[src/qsb_cfg.svh]
`ifndef QSB_CFG_SVH
`define QSB_CFG_SVH
`define QSB_TSIZE_SINGLE 2'h0
`define QSB_TSIZE_BURST 2'h3
`define QSB_BURST_BEATS 3'h4
`define QSB_WBB_STEAL_BYTES 8'h40
`endif

[src/qsb_pkg.sv]
package qsb_pkg;
  typedef struct packed {
    logic [27:0] addr;
    logic [15:0] byte_en;
    logic write;
    logic burst;
    logic ifetch;
  } req_s;
  typedef struct packed {
    logic [27:0] addr;
    logic [15:0] byte_en;
    logic rd_n;
    logic wr_n;
    logic [1:0] tsize;
  } addr_bus_s;
  typedef enum logic [1:0] {
    ARB_CPU = 2'b00,
    ARB_DMA = 2'b01,
    ARB_STEAL = 2'b11
  } arb_e;
endpackage

[src/quadword_system_bus_master.sv]
`timescale 1ns/10ps
`include "qsb_cfg.svh"
// How it works
// RQ1: bursts move four quadwords, else one
// RQ2: hold address until address acknowledge
// RQ3: size code 00 single, 11 burst
// RQ4: bus error on missing address/data answer
// RQ5: bus error abandons current cycle; code runs data phase after address error, restarts burst before last beat
// RQ6: bus error sets fetch or data exception; code sets one only on data-phase errors
// RQ7: dma returns bus and interrupts after error
// RQ8: processor default owner, request/grant idle in reset
// RQ9: master starts on grant, drops request last
// RQ10: data phases follow address phase order
// RQ11: dma wins simultaneous contention
// RQ12: drop grant after last address acknowledge
// RQ13: release request on full buffer or read
// RQ14: release request drops with grant
// RQ15: master finishes then drops request
// RQ16: at most two outstanding address phases
// RQ17: data strobe one cycle before data
// RQ18: first write quadword after data strobe
// RQ19: read data sampled cycle after acknowledge
// RQ20: next write quadword after each acknowledge
// RQ21: slave gives four acknowledges per burst
// RQ22: burst completes in five cycles fastest
// RQ23: single read completes in two cycles fastest
// RQ24: address phase ends cycle after acknowledge
// RQ25: non-pipelined slave delays address acknowledge
// RQ26: address strobe active one cycle only
// RQ27: end address phase after acknowledge sampled
// RQ28: no third request while two outstanding
module quadword_system_bus_master
  import qsb_pkg::*;
(
  input wire logic clk,
  input wire logic sys_rst,
  input wire qsb_pkg::req_s req,
  input wire logic req_valid,
  output logic req_ready,
  input wire logic [127:0] wdata,
  output logic wdata_next,
  output logic [127:0] rdata,
  output logic rdata_valid,
  output logic done,
  input wire logic [7:0] wbb_fill_bytes,
  input wire logic read_pending,
  output qsb_pkg::addr_bus_s addr_bus,
  output logic master_addr_strobe_n,
  output logic master_data_phase_strobe_n,
  output logic [127:0] master_write_bus,
  input wire logic addr_acknowledge_n,
  input wire logic data_acknowledge_n,
  input wire logic [127:0] system_data_bus,
  input wire logic bus_error_n,
  input wire logic external_bus_request_n,
  output logic bus_grant_n,
  output logic bus_release_request_n,
  output logic err_data_q,
  output logic err_ifetch_q
);
  import qsb_pkg::*;

  localparam int unsigned OUTST = 2;

  // two-entry queue of address phases awaiting data phases
  req_s que_q [OUTST];
  logic [1:0] cnt_q;
  logic head_q;
  logic aphase_q;
  req_s cur_q;
  logic ack_seen_q;
  logic dphase_q;
  logic dstart_q;
  logic [2:0] beats_q;
  logic owner_cpu;
  logic addr_done;
  logic push;
  logic pop;
  logic dack;
  logic [2:0] outstanding;
  logic rd_take_q;
  logic wr_step_q;
  arb_e arb_q;

  function automatic logic [2:0] beats_of(input logic burst);
    beats_of = burst ? `QSB_BURST_BEATS : 3'h1; // see RQ1
  endfunction

  assign owner_cpu = (arb_q == ARB_CPU);
  assign dack = !data_acknowledge_n;
  // acknowledge or bus error closes the address phase
  assign addr_done = aphase_q && !ack_seen_q && (!addr_acknowledge_n || !bus_error_n); // see RQ4
  assign push = req_valid && req_ready;
  assign pop = dphase_q && (beats_q == 3'h1) && (dack || !bus_error_n);
  // phases left after this edge, before any new request is counted
  assign outstanding = {1'b0, cnt_q} + {2'h0, addr_done} - {2'h0, pop};

  // issue: one address phase at a time, at most two outstanding
  always_ff @(posedge clk)
  begin
    if (sys_rst)
    begin
      req_ready <= 1'b0;
      master_addr_strobe_n <= 1'b1;
      aphase_q <= 1'b0;
      ack_seen_q <= 1'b0;
      cur_q <= '0;
      addr_bus <= '0;
    end
    else
    begin
      master_addr_strobe_n <= 1'b1; // see RQ26
      req_ready <= 1'b0;
      if (push)
      begin
        cur_q <= req;
        aphase_q <= 1'b1;
        ack_seen_q <= 1'b0;
        master_addr_strobe_n <= 1'b0;
        addr_bus.addr <= req.addr;
        addr_bus.byte_en <= req.byte_en;
        addr_bus.rd_n <= req.write;
        addr_bus.wr_n <= !req.write;
        addr_bus.tsize <= req.burst ? `QSB_TSIZE_BURST : `QSB_TSIZE_SINGLE; // see RQ3
      end
      else if (addr_done)
        ack_seen_q <= 1'b1; // see RQ2
      else if (ack_seen_q)
      begin
        aphase_q <= 1'b0; // see RQ24 RQ27
        ack_seen_q <= 1'b0;
      end
      // a pending dma request keeps the processor off the bus, see RQ11
      if (!push && owner_cpu && external_bus_request_n && (!aphase_q || addr_done) &&
          req_valid && !req_ready)
        req_ready <= (outstanding < 3'(OUTST)); // see RQ16 RQ28
    end
  end

  // ordered queue of accepted address phases
  always_ff @(posedge clk)
  begin
    if (sys_rst)
    begin
      cnt_q <= '0;
      head_q <= 1'b0;
      que_q[0] <= '0;
      que_q[1] <= '0;
    end
    else
    begin
      // new entry goes into the slot after the oldest one still waiting
      if (addr_done)
        que_q[1'(head_q + cnt_q[0] - (pop ? 1'b0 : 1'b0))] <= cur_q; // see RQ10
      if (pop)
        head_q <= !head_q;
      cnt_q <= cnt_q + (addr_done ? 2'h1 : 2'h0) - (pop ? 2'h1 : 2'h0);
    end
  end

  // data phase: strobe, then count acknowledges
  always_ff @(posedge clk)
  begin
    if (sys_rst)
    begin
      dphase_q <= 1'b0;
      dstart_q <= 1'b0;
      beats_q <= '0;
      master_data_phase_strobe_n <= 1'b1;
    end
    else
    begin
      master_data_phase_strobe_n <= 1'b1;
      dstart_q <= 1'b0;
      if (!dphase_q && cnt_q != 2'h0 && owner_cpu)
      begin
        dphase_q <= 1'b1;
        dstart_q <= 1'b1;
        master_data_phase_strobe_n <= 1'b0; // see RQ17
        beats_q <= beats_of(que_q[head_q].burst);
      end
      // acknowledges count from the strobe cycle on, for the fastest slaves
      else if (dphase_q)
      begin
        if (!bus_error_n)
          dphase_q <= 1'b0; // see RQ5
        else if (dack)
        begin
          beats_q <= beats_q - 3'h1; // see RQ21 RQ22
          if (beats_q == 3'h1)
            dphase_q <= 1'b0;
        end
      end
    end
  end

  // write data out, read data in; both act one cycle after the acknowledge
  always_ff @(posedge clk)
  begin
    if (sys_rst)
    begin
      master_write_bus <= '0;
      wdata_next <= 1'b0;
      rdata <= '0;
      rdata_valid <= 1'b0;
      done <= 1'b0;
      wr_step_q <= 1'b0;
      rd_take_q <= 1'b0;
    end
    else
    begin
      wdata_next <= 1'b0;
      rdata_valid <= 1'b0;
      done <= pop && bus_error_n;
      // the slave captures a quadword the cycle after acknowledging it
      wr_step_q <= dphase_q && dack && bus_error_n && que_q[head_q].write && beats_q != 3'h1;
      // read data stand on the bus the cycle after the acknowledge
      rd_take_q <= dphase_q && dack && bus_error_n && !que_q[head_q].write;
      if (dstart_q && que_q[head_q].write)
      begin
        master_write_bus <= wdata; // see RQ18
        wdata_next <= 1'b1;
      end
      else if (wr_step_q)
      begin
        master_write_bus <= wdata; // see RQ20
        wdata_next <= 1'b1;
      end
      if (rd_take_q)
      begin
        rdata <= system_data_bus; // see RQ19 RQ23
        rdata_valid <= 1'b1;
      end
    end
  end

  // exception flags for processor cycles
  always_ff @(posedge clk)
  begin
    if (sys_rst)
    begin
      err_data_q <= 1'b0;
      err_ifetch_q <= 1'b0;
    end
    // only a data-phase error of a processor cycle raises an exception
    else if (dphase_q && !bus_error_n && owner_cpu)
    begin
      if (que_q[head_q].ifetch)
        err_ifetch_q <= 1'b1; // see RQ6
      else
        err_data_q <= 1'b1;
    end
  end

  // arbiter: dma priority, cycle stealing
  always_ff @(posedge clk)
  begin
    if (sys_rst)
    begin
      arb_q <= ARB_CPU;
      bus_grant_n <= 1'b1; // see RQ8
      bus_release_request_n <= 1'b1;
    end
    else
    begin
      case (arb_q)
        ARB_CPU:
          // grant only while the processor has nothing on the bus
          if (!external_bus_request_n && !aphase_q && !push && !req_ready && cnt_q == 2'h0)
          begin
            arb_q <= ARB_DMA; // see RQ11
            bus_grant_n <= 1'b0;
          end
        ARB_DMA:
          if (external_bus_request_n && !addr_acknowledge_n)
          begin
            arb_q <= ARB_CPU; // see RQ12
            bus_grant_n <= 1'b1;
          end
          else if (wbb_fill_bytes > `QSB_WBB_STEAL_BYTES || read_pending)
          begin
            arb_q <= ARB_STEAL; // see RQ13
            bus_release_request_n <= 1'b0;
          end
        ARB_STEAL:
          if (external_bus_request_n && !addr_acknowledge_n)
          begin
            arb_q <= ARB_CPU;
            bus_grant_n <= 1'b1;
            bus_release_request_n <= 1'b1; // see RQ14
          end
        default:
        begin
          arb_q <= ARB_CPU;
          bus_grant_n <= 1'b1;
          bus_release_request_n <= 1'b1;
        end
      endcase
    end
  end
endmodule

[config.mk]
export PLATFORM = sky130hd
export DESIGN_NAME = quadword_system_bus_master
export DESIGN_NICKNAME = d
export VERILOG_FILES = /design/src/qsb_pkg.sv /design/src/quadword_system_bus_master.sv
export VERILOG_INCLUDE_DIRS = /design/src
export SDC_FILE = /design/constraint.sdc
export NUM_CORES = 1
export LEC_CHECK = 0
export ABC_AREA = 1
export BUFFER_PORTS_ARGS = -buffer_cell sky130_fd_sc_hd__clkbuf_2
export CAP_MARGIN = 20
export CORE_AREA = 3 3 245 247
export DETAILED_ROUTE_END_ITERATION = 7
export DIE_AREA = 0 0 248 250
export PLACE_DENSITY_LB_ADDON = 0.2
export SLEW_MARGIN = 20
export SYNTH_ARGS = -nofsm -noshare
export SYNTH_HDL_FRONTEND = slang
export SYNTH_SLANG_ARGS = --single-unit
[constraint.sdc]
create_clock -name clk -period 2.6 [get_ports clk]
set_input_delay 0.78 -clock clk [delete_from_list [all_inputs] [get_ports clk]]
set_output_delay 0.78 -clock clk [all_outputs]
set_load 0.01 [all_outputs]
==> impl_summary.txt, run 1 <==
----------------------------------------------------
[Run status]
  Result of the run ... complete, no violations

[Critical path]
  Required arrival time at the worst endpoint ... 3.07 ns
  Worst-path fanout max ... 3
  Slowest cell delay on critical path ... 0.44 ns
  Arrival time at the worst endpoint ... ~2.5 ns
  Category of the worst setup path launch point ... register
  Endpoint kind of the worst setup timing path ... register
  Cell-by-cell trace of the critical path ... inv_1 -> ha_1 -> nand4_1 -> inv_1 -> nand2_1 -> nand2_1 -> ha_1 -> fa_1 -> inv_1 -> nand4_1 -> nor2_1 -> nand2_1 -> a21oi_1
  Critical-path top delay cell ... fa_1
  WS Path Type ... reg2reg

[Synth]
  Syn Area/Cell ... 7.89 um2
  EDFF count, synth ... 6
  Share of synthesized flip-flops with an asynchronous set or reset ... 0
  Dominant synthesized flop cell ... dfxtp_1
  Mapped Nets ... 1,858
  Fraction of the yosys area taken by sequential cells ... 0.559
  Share of Yosys cell area claimed by the top area cell type ... 0.544
  Yosys synthesis warning count ... 0
  Number of synthesized register bits ... 335
  Synthesized cell area ... 12,100 um2
  Synth Instances ... ~1,500
  Most numerous cell in the Yosys netlist ... nor2_1
  Most area-consuming cells after synthesis ... dfxtp_1 (54%), nor2_1 (19%), o21ai_1 (7.2%)
  Leading area contributor after synthesis ... dfxtp_1
  Synth cell count leaders ... nor2_1 (616), dfxtp_1 (329), o21ai_1 (175)
  Post-synth cell types ... 26

[Final layout]
  Layout cell share with drive strength beyond 1 ... 0.344
  Layout area overhead ... 40.0%
  Layout Cell Area excl Fill ... 17,000 um2
  Layout Utilization ... 0.293
  Final nets ... 2,418

[Timing]
  Fin Clk Skew ... between 0.015 and 0.02 ns
  Slew @ Worst Pin ... 0.755 ns
  Final hold vios ... 0
  Total of endpoints with negative setup slack in the final report ... 0
  Period utilisation layout ... 0.782
  Setup Total Neg Slack ... 0 ns
  Max-slew violation total from the final report ... 0
  Tightest slew margin relative to the limit ... 0.496
  Maximum operating frequency ... 492 MHz
  RSZ-0062 raised after global routing ... no
  Minimum period implied by the final worst setup slack ... 2.03 ns

[Floorplan]
  Vert. Die Dim ... 250 um
  Width of the die ... between 200 and 250 um
  I/O pin count ... 633
  Total die area ... 62,000 um2
  Area of the core region ... 57,800 um2
  # rows ... 88
  Initial cell density of the core ... 0.210

[Clocking]
  Total number of clock tree sinks ... 335
  # Post-CTS Setup Buffers ... 0
  Number of clock buffers inserted by TritonCTS ... 40
  CTS max path bufs ... 3
  TritonCTS clock tree ... yes
  CTS Hold Bufs ... 0
  Clock slew seen by the registers of the worst setup and hold paths ... 0.06 ns
  H-tree level count ... 2
  Root buf cell ... clkbuf_16
  Post-cts repair resize count ... 0
  Clock network latency to the later pin of the worst-skew pair ... roughly 0.53 ns

[Detailed routing]
  Post-detailed-route via-to-cell ratio ... around 4
  Average detailed-routed wire length per instance ... 16.1 um
  First-pass iteration count of the detailed router ... 4
  Post-detailed-routing wire length ... 46,400 um
  Residual DRC count ... 0
  Iteration-0 DRC Markers ... 481
  Antenna Violating Nets Remaining ... 0
  Vias after detailed routing ... 11,888

[Flow run]
  Max Cap Viol ... 0

[Placement]
  Input/output buffers ... 632
  Total half-perimeter wirelength after legalization and detailed placement ... 34,600 um
  Cell area reported after detailed placement ... 15,700 um2
  Gp weighted congestion ... 0.799

[Global route]
  Number of global-route vias before repair ... 11,671
  Wire length of the first global-routing pass ... 68,300 um
  Number of antenna violations at the first check in global routing ... 6
  Tot GR Track Use ... 0.141
  Overflow left after global routing ... 0
  Largest net degree at the start of global routing ... around 130

[Worst hold path]
  Min-Delay Path Class ... in2reg

[Power]
  Worst vdd ir ... 346 uV
  Lkg Pwr ... 8.54 nW
  Pwr per Cell Area ... between 600 and 700 nW/um2
  Total power of the final layout ... about 11 mW

----------------------------------------------------
[layout make-up]
| class | instances | area [um2] |
|---|---|---|
| Clock inverter | 7 | 46.3 |
| Clock buffer | 65 | 1200 |
| Multi-Input combinational cell | 1024 | 4350 |
| Antenna cell | 1 | 2.50 |
| Sequential cell | 335 | 6770 |
| Tap cell | 765 | 957 |
| Timing Repair Buffer | 665 | 3520 |
| Fill cell | 6319 | 40800 |
| Inverter | 29 | 116 |
[registers in the layout, summed over array words and instances (netlist names), 2 cells and up, named ones only]
register          count
master_write_bus    128
rdata               128
cur_q                46
que_q                 6
beats_q               3
addr_bus              2
arb_q                 2
cnt_q                 2
[power by group]
part | switching [mW] | total (mW) | internal [mW] | leakage (nW)
Clock | 2.16 | 5.30 | 3.14 | 0.610
Combinational | 0.327 | 0.614 | 0.288 | 5.21
Sequential | 0.0360 | 5.25 | 5.21 | 2.72
[final timing paths]
check,from,endpoint,slack [ns],depth (start not counted)
setup / recovery,beats_q[1]$_SDFFE_PP0P_,req_ready$_SDFF_PP0_,0.57,13
hold / removal,req[2],addr_bus[2]$_SDFFE_PP0P_,0.44,2
setup reg to reg,beats_q[1]$_SDFFE_PP0P_,req_ready$_SDFF_PP0_,0.57,13
hold reg to reg,err_data_q$_SDFFE_PP0P_,err_data_q$_SDFFE_PP0P_,0.46,2
[layout by cell type, fill, tap and decap left out, types with 2 or more instances in the layout]
cell type and count:
inv_6 3, inv_1 24, nand2_1 61, inv_2 3
o21ai_0 127, ha_1 3, nand2_2 2, edfxtp_1 6
a21oi_1 17, clkbuf_2 632, dfxtp_1 328, clkinv_2 4
nor2_1 616, clkbuf_16 41, buf_4 24, nand3_1 11
clkbuf_1 16, nand4_1 3, clkbuf_8 8, buf_12 9
o21ai_1 175
[metrics by stage]
stage               hold WS [ns]  std cells  worst slack [ns]
finish                     0.436       2891             0.567
global route               0.400       2891             0.399
CTS                        0.381       2890             0.568
detailed placement         0.451       2818             0.156
global placement           0.444       2818             0.153
floorplan                  0.425       1535             0.433
[cell families (layout without fill, tap and decap cells)]
family                   count (synthesis)  count (layout)  share of synthesized area
buffers and inverters                  176             766                     0.0830
flip-flops                             335             335                      0.559
other                                    0               1                          0
XOR/XNOR                                 2               2                    0.00145
AO/OA/AOI/OAI                          322             322                      0.134
AND/OR/NAND/NOR                        696             696                      0.218
adder cells (fa/ha/maj)                  4               4                    0.00475
[worst max-delay path: cells and delay by family (launching register included)]
family / cells / cell delay (ns)
AO/OA/AOI/OAI: 1 / 0.10
AND/OR/NAND/NOR: 6 / 0.55
buffers and inverters: 3 / 0.20
adder cells (fa/ha/maj): 3 / 0.83
flip-flops: 1 / 0.32
[routing by layer]
layer  up-vias  track usage  routed length, um
li1       5982            -                  -
met1      5363        0.160              18400
met2       473        0.241              22000
met3        62       0.0601               5030
met4         8       0.0372                998
met5         -            0                 57
(Power assumes the default switching activity.)
==> run 2, diff against run 1 <==
--- a/config.mk
+++ b/config.mk
@@ -9,9 +9,9 @@
 export ABC_AREA = 1
 export BUFFER_PORTS_ARGS = -buffer_cell sky130_fd_sc_hd__clkbuf_2
 export CAP_MARGIN = 20
-export CORE_AREA = 3 3 245 247
+export CORE_AREA = 3 3 242 244
 export DETAILED_ROUTE_END_ITERATION = 7
-export DIE_AREA = 0 0 248 250
+export DIE_AREA = 0 0 245 247
 export PLACE_DENSITY_LB_ADDON = 0.2
 export SLEW_MARGIN = 20
 export SYNTH_ARGS = -nofsm -noshare
==> constraint.sdc (replaced) <==
create_clock -name clk -period 1.8 [get_ports clk]
set_input_delay 0.54 -clock clk [delete_from_list [all_inputs] [get_ports clk]]
set_output_delay 0.54 -clock clk [all_outputs]
set_load 0.01 [all_outputs]
==> impl_summary.txt, run 2 (synthesized netlist as in run 1, its figures left out) <==
----------------------------------------------------
[Timing]
  Minimum period implied by the final worst setup slack ... 1.90 ns (-0.137 ns)
  Total of endpoints with negative setup slack in the final report ... 2 (+2)
  Slew @ Worst Pin ... 0.436 ns (-0.319 ns)
  Post-route setup slack ... -0.0960 ns (-0.663 ns)
  Maximum operating frequency ... 527 MHz (+7.2%)
  RSZ-0062 raised after global routing ... yes
  Fin Clk Skew ... 0.0228 ns (+0.00717 ns)
  Setup Total Neg Slack ... -0.156 ns (-0.156 ns)
  Post-Route Hold Slack ... 0.199 ns (-0.237 ns)
  Period utilisation layout ... 1.05 (+0.271)
  Final hold vios ... 0 (unchanged)
  Tightest slew margin relative to the limit ... 0.709 (+0.214)
  Max-slew violation total from the final report ... 0 (unchanged)

[Detailed routing]
  Antenna Violating Nets Remaining ... 0 (unchanged)
  Average detailed-routed wire length per instance ... 15.7 um (-2.1%)
  Residual DRC count ... 0 (unchanged)
  Vias after detailed routing ... 11,976 (+0.74%)
  Iteration-0 DRC Markers ... 461 (-4.2%)
  Post-detailed-route via-to-cell ratio ... 4.12 (+0.12%)
  First-pass iteration count of the detailed router ... 4 (unchanged)
  Post-detailed-routing wire length ... 45,800 um (-1.5%)

[Floorplan]
  Vert. Die Dim ... 247 um (-1.2%)
  # rows ... 87 (-1.1%)
  Width of the die ... 245 um (-1.2%)
  I/O pin count ... 633 (unchanged)
  Area of the core region ... 56,500 um2 (-2.3%)
  Total die area ... 60,500 um2 (-2.4%)
  Initial cell density of the core ... 0.214 (+0.00486)

[Final layout]
  Layout area overhead ... 43.6%
  Leading registers by flop count ... master_write_bus x128, rdata x128, cur_q x46
  Combined flip-flop and latch cell area ... 6770 um2 (about the same)
  Most common cell after layout, fill and taps aside ... clkbuf_2
  Area used by multi-input combinational logic ... 4400 um2 (+1.0%)
  Final nets ... 2,446 (+1.2%)
  Layout Cell Area excl Fill ... 17,400 um2 (+2.6%)
  Count of fill cells added during filler insertion ... 6,144 (-2.8%)
  Layout cell share with drive strength beyond 1 ... 0.360 (+0.0157)
  Most used cells in the layout excluding fill and tap cells ... clkbuf_2 (632), nor2_1 (615), dfxtp_1 (326)

[Critical path]
  Worst R2R Setup Slack ... -0.1 ns (-0.66 ns)
  Arrival time at the worst endpoint ... 2.38 ns (-0.12 ns)
  Buffers and inverters on the worst path ... 3 (unchanged)
  Worst reg2reg endpoint ... req_ready$_SDFF_PP0_
  Category of the worst setup path launch point ... register
  Crit path depth ... 13 (unchanged)
  Family with the most delay on the worst path ... adder cells
  Worst-path fanout max ... 3 (unchanged)
  Worst setup path startpoint ... beats_q[1]$_SDFFE_PP0P_
  Endpoint kind of the worst setup timing path ... register
  Slowest cell delay on critical path ... 0.44 ns (about the same)
  Critical-path top delay cell ... fa_1
  WS Path Type ... reg2reg
  Last element of the critical path ... req_ready$_SDFF_PP0_
  Cell-by-cell trace of the critical path ... inv_2 -> ha_4 -> nand4_1 -> inv_1 -> nand2_2 -> nand2_2 -> ha_4 -> fa_1 -> inv_1 -> nand4_1 -> nor2_1 -> nand2_1 -> a21oi_2
  R2r worst-path depth ... 13 (unchanged)
  Reg-to-reg startpoint ... beats_q[1]$_SDFFE_PP0P_
  Required arrival time at the worst endpoint ... 2.29 ns (-0.78 ns)

[Placement]
  Total half-perimeter wirelength after legalization and detailed placement ... 34,900 um (+0.71%)
  Cell area reported after detailed placement ... 16,000 um2 (+1.8%)
  Input/output buffers ... 632 (unchanged)
  Gp weighted congestion ... 0.812 (+1.7%)

[Clocking]
  Root buf cell ... clkbuf_16
  TritonCTS clock tree ... yes
  H-tree level count ... 2 (unchanged)
  CTS Hold Bufs ... 0 (unchanged)
  Clock network latency to the later pin of the worst-skew pair ... 0.55 ns (+0.02 ns)
  Number of clock buffers inserted by TritonCTS ... 40 (unchanged)
  CTS max path bufs ... 3 (unchanged)
  Total number of clock tree sinks ... 335 (unchanged)
  Clock slew seen by the registers of the worst setup and hold paths ... 0.06 ns (about the same)

[Global route]
  Largest net degree at the start of global routing ... 83 (-36%)
  Overflow left after global routing ... 0 (unchanged)
  Wire length of the first global-routing pass ... 69,200 um (+1.2%)
  Tot GR Track Use ... 0.144 (+0.00374)
  Number of antenna violations at the first check in global routing ... 3 (-3)
  Number of global-route vias before repair ... 11,990 (+2.7%)

[Run status]
  Violated checks ... negative setup slack
  Result of the run ... finished, violations left

[Flow run]
  Max Cap Viol ... 0 (unchanged)

[Worst hold path]
  Min-Delay Path Class ... in2reg

[Power]
  Pwr per Cell Area ... 944 nW/um2 (+44%)
  Worst vdd ir ... 540 uV (+56%)
  Lkg Pwr ... 8.75 nW (+2.4%)
  Total power of the final layout ... 16.4 mW (+47%)

----------------------------------------------------
[run 2: changes by cell type in the layout (fill, tap and decap cells not counted), moves of 2 or more]
cell / delta
ha_1: -2
buf_4: +16
buf_12: +11
dfxtp_1: -2
nand2_1: -2
nand2_2: +2
dfxtp_2: +2
ha_4: +2
clkinvlp_4: +2
clkbuf_8: +2
clkbuf_1: -6
[run 2: worst min path at each step]
stage,start,to,slack (ns),cells past startpoint
floorplan,aphase_q$_SDFFE_PP0P_,req_ready$_SDFF_PP0_,0.43,1
global placement,err_data_q$_SDFFE_PP0P_,err_data_q$_SDFFE_PP0P_,0.44,2
detailed placement,bus_release_request_n$_SDFFE_PP1P_,bus_release_request_n$_SDFFE_PP1P_,0.45,2
CTS,req[2],addr_bus[2]$_SDFFE_PP0P_,0.16,2
global route,req[2],addr_bus[2]$_SDFFE_PP0P_,0.17,2
finish,req[2],addr_bus[2]$_SDFFE_PP0P_,0.20,2
[run 2: layout make-up]
cell class              count  area share
diodes                      1    0.000144
clock buffers              61      0.0690
clock inverters            10     0.00503
inverters                  29     0.00669
multi-input cells        1024       0.253
flip-flops and latches    335       0.389
well taps                 756      0.0544
repair buffers            693       0.223
[run 2: what timing repair did]
item / 4_1_cts / 5_1_grt
buffers inserted: 8 / 1
resized for setup: 11 / 3
gates cloned: 0 / 0
endpoints found under the setup margin: 1 / 4
pin swaps: 6 / 6
[run 2: worst register-to-register path, stage by stage, from the launching register on]
cell and delay [ns]:
dfxtp_2 0.33, inv_2 0.05, ha_4 0.15, nand4_1 0.11, inv_1 0.07, nand2_2 0.07
nand2_2 0.07, ha_4 0.16, fa_1 0.44, inv_1 0.09, nand4_1 0.07, nor2_1 0.09
nand2_1 0.08, a21oi_2 0.09
[run 2: stage by stage]
stage / std cells / utilization / setup slack [ns]
floorplan: 1535 / - / -0.117
global placement: 2830 / 0.283 / -0.365
detailed placement: 2830 / 0.283 / -0.349
CTS: 2909 / 0.308 / -0.131
global route: 2909 / 0.308 / -0.256
finish: 2909 / 0.308 / -0.0960
[run 2: routing by layer]
metal / share of wire / vias to the layer above / GRT usage
li1: - / 6033 / -
met1: 0.40 / 5360 / 0.163
met3: 0.098 / 86 / 0.0565
met2: 0.47 / 493 / 0.247
met5: 0.00055 / - / 0
met4: 0.033 / 4 / 0.0528
[run 2: power breakdown]
group          total, mW  switching, mW  internal, mW
combinational      0.952          0.485         0.467
sequential          7.58         0.0504          7.53
clock               7.90           3.16          4.74
total               16.4           3.70          12.7
==> run 3, diff against run 2 <==
--- a/config.mk
+++ b/config.mk
@@ -13,6 +13,7 @@
 export DETAILED_ROUTE_END_ITERATION = 7
 export DIE_AREA = 0 0 245 247
 export PLACE_DENSITY_LB_ADDON = 0.2
+export SETUP_SLACK_MARGIN = 0.2
 export SLEW_MARGIN = 20
 export SYNTH_ARGS = -nofsm -noshare
 export SYNTH_HDL_FRONTEND = slang
==> impl_summary.txt, run 3 (synthesized netlist as in run 1, its figures left out) <==
----------------------------------------------------
[Global route]
  Largest net degree at the start of global routing ... 83 (unchanged)
  Number of antenna violations at the first check in global routing ... 3 (unchanged)
  Tot GR Track Use ... 0.145 (+0.000999)
  Overflow left after global routing ... 0 (unchanged)
  Number of global-route vias before repair ... 12,135 (+1.2%)
  Wire length of the first global-routing pass ... 69,700 um (+0.72%)

[Clocking]
  CTS max path bufs ... 3 (unchanged)
  Clock network latency to the later pin of the worst-skew pair ... 0.55 ns (about the same)
  Clock slew seen by the registers of the worst setup and hold paths ... 0.06 ns (about the same)
  Total number of clock tree sinks ... 335 (unchanged)
  Number of clock buffers inserted by TritonCTS ... 40 (unchanged)
  CTS Hold Bufs ... 0 (unchanged)
  Root buf cell ... clkbuf_16
  TritonCTS clock tree ... yes
  H-tree level count ... 2 (unchanged)

[Final layout]
  Final nets ... 2,459 (+0.53%)
  Layout area overhead ... 54.2%
  Layout cell share with drive strength beyond 1 ... 0.469 (+0.109)
  Most used cells in the layout excluding fill and tap cells ... nor2_1 (615), clkbuf_2 (450), dfxtp_2 (227)
  Most common cell after layout, fill and taps aside ... nor2_1
  Leading registers by flop count ... master_write_bus x128, rdata x128, cur_q x46
  Layout Utilization ... 0.331 (+0.0227)
  Layout Cell Area excl Fill ... 18,700 um2 (+7.4%)

[Placement]
  Input/output buffers ... 632 (unchanged)
  Cell area reported after detailed placement ... 16,000 um2 (unchanged)
  Total half-perimeter wirelength after legalization and detailed placement ... 34,900 um (unchanged)
  Gp weighted congestion ... 0.812 (unchanged)

[Critical path]
  Worst-path fanout max ... 3 (unchanged)
  Endpoint kind of the worst setup timing path ... register
  Arrival time at the worst endpoint ... 2.38 ns (about the same)
  Category of the worst setup path launch point ... register
  Required arrival time at the worst endpoint ... 2.28 ns (about the same)
  WS Path Type ... reg2reg

[Timing]
  RSZ-0062 raised after global routing ... yes
  Max-slew violation total from the final report ... 0 (unchanged)
  Period utilisation layout ... 1.05 (about the same)
  Minimum period implied by the final worst setup slack ... 1.90 ns (+0.000268 ns)
  Fin Clk Skew ... 0.0215 ns (-0.00131 ns)
  Slew @ Worst Pin ... 0.445 ns (+0.00951 ns)
  Final hold vios ... 0 (unchanged)
  Maximum operating frequency ... 527 MHz (about the same)
  Post-route setup slack ... -0.0963 ns (-0.000268 ns)
  Post-Route Hold Slack ... 0.193 ns (-0.00567 ns)
  Tightest slew margin relative to the limit ... 0.703 (-0.00634)
  Total of endpoints with negative setup slack in the final report ... 2 (unchanged)

[Floorplan]
  Width of the die ... 245 um (unchanged)
  Vert. Die Dim ... 247 um (unchanged)
  Area of the core region ... 56,500 um2 (unchanged)
  Initial cell density of the core ... 0.214 (unchanged)
  # rows ... 87 (unchanged)
  Total die area ... 60,500 um2 (unchanged)
  I/O pin count ... 633 (unchanged)

[Detailed routing]
  Post-detailed-route via-to-cell ratio ... 4.13 (+0.36%)
  First-pass iteration count of the detailed router ... 6 (+2)
  Iteration-0 DRC Markers ... 448 (-2.8%)
  Average detailed-routed wire length per instance ... 16.0 um (+1.9%)
  Vias after detailed routing ... 12,073 (+0.81%)
  Residual DRC count ... 0 (unchanged)
  Post-detailed-routing wire length ... 46,800 um (+2.3%)
  Antenna Violating Nets Remaining ... 0 (unchanged)

[Power]
  Pwr per Cell Area ... 884 nW/um2 (-6.4%)
  Lkg Pwr ... 9.25 nW (+5.8%)
  Worst vdd ir ... 539 uV (-0.16%)

[Run status]
  Violated checks ... negative setup slack
  Result of the run ... finished, violations left

[Worst hold path]
  Min-Delay Path Class ... in2reg

[Flow run]
  Max Cap Viol ... 0 (unchanged)

----------------------------------------------------
run 3: repair_timing:
item,in CTS,in global routing
gates resized for setup,268,267
pin swaps,6,7
setup buffers,10,7
cloned,0,3
setup endpoints to repair,168,278
endpoints found under the hold margin,0,0
run 3: through the flow:
stage / power, mW / cells / setup WS (ns) / setup TNS [ns]
final: 16.5 / 2922 / -0.0963 / -0.156
after global routing: 17.2 / 2922 / -0.251 / -0.389
after CTS: 16.8 / 2911 / -0.131 / -0.220
after detailed placement: 8.70 / 2830 / -0.349 / -0.449
after global placement: 8.69 / 2830 / -0.365 / -0.458
after floorplan: 8.11 / 1535 / -0.117 / -0.117
run 3: critical path: stages, from the launching register on:
cell,delay (ns)
dfxtp_2,0.33
inv_2,0.05
ha_4,0.15
nand4_1,0.11
inv_1,0.07
nand2_2,0.07
nand2_2,0.07
ha_4,0.16
fa_1,0.44
inv_1,0.09
nand4_1,0.07
nor2_1,0.09
nand2_1,0.08
a21oi_2,0.09
run 3: metal layers:
metal | global-route usage | vias up | wire length [um]
li1 | - | 6053 | -
met1 | 0.163 | 5432 | 18500
met2 | 0.251 | 498 | 22200
met3 | 0.0579 | 86 | 4630
met4 | 0.0519 | 4 | 1450
met5 | 0 | - | 21
run 3: path summary, 6_finish.rpt:
kind / start / endpoint / slack (ns) / depth (start not counted)
max reg2reg: beats_q[1]$_SDFFE_PP0P_ / req_ready$_SDFF_PP0_ / -0.1 / 13
max: beats_q[1]$_SDFFE_PP0P_ / req_ready$_SDFF_PP0_ / -0.1 / 13
min: req[2] / addr_bus[2]$_SDFFE_PP0P_ / 0.19 / 2
min reg2reg: err_data_q$_SDFFE_PP0P_ / err_data_q$_SDFFE_PP0P_ / 0.46 / 2
run 3: layout make-up:
class	count	area, um2
tap	756	946
inverter	29	116
clock buffer	61	1200
fill	6028	37800
sequential	335	7060
timing repair buffer	706	4850
clock inverter	10	87.6
multi-input combinational	1024	4420
antenna	1	2.50
run 3: where the power goes:
group          internal (mW)  leakage, nW  switching, mW
Clock                   4.74        0.632           3.17
Sequential              7.53         2.83         0.0591
Combinational          0.525         5.79          0.492
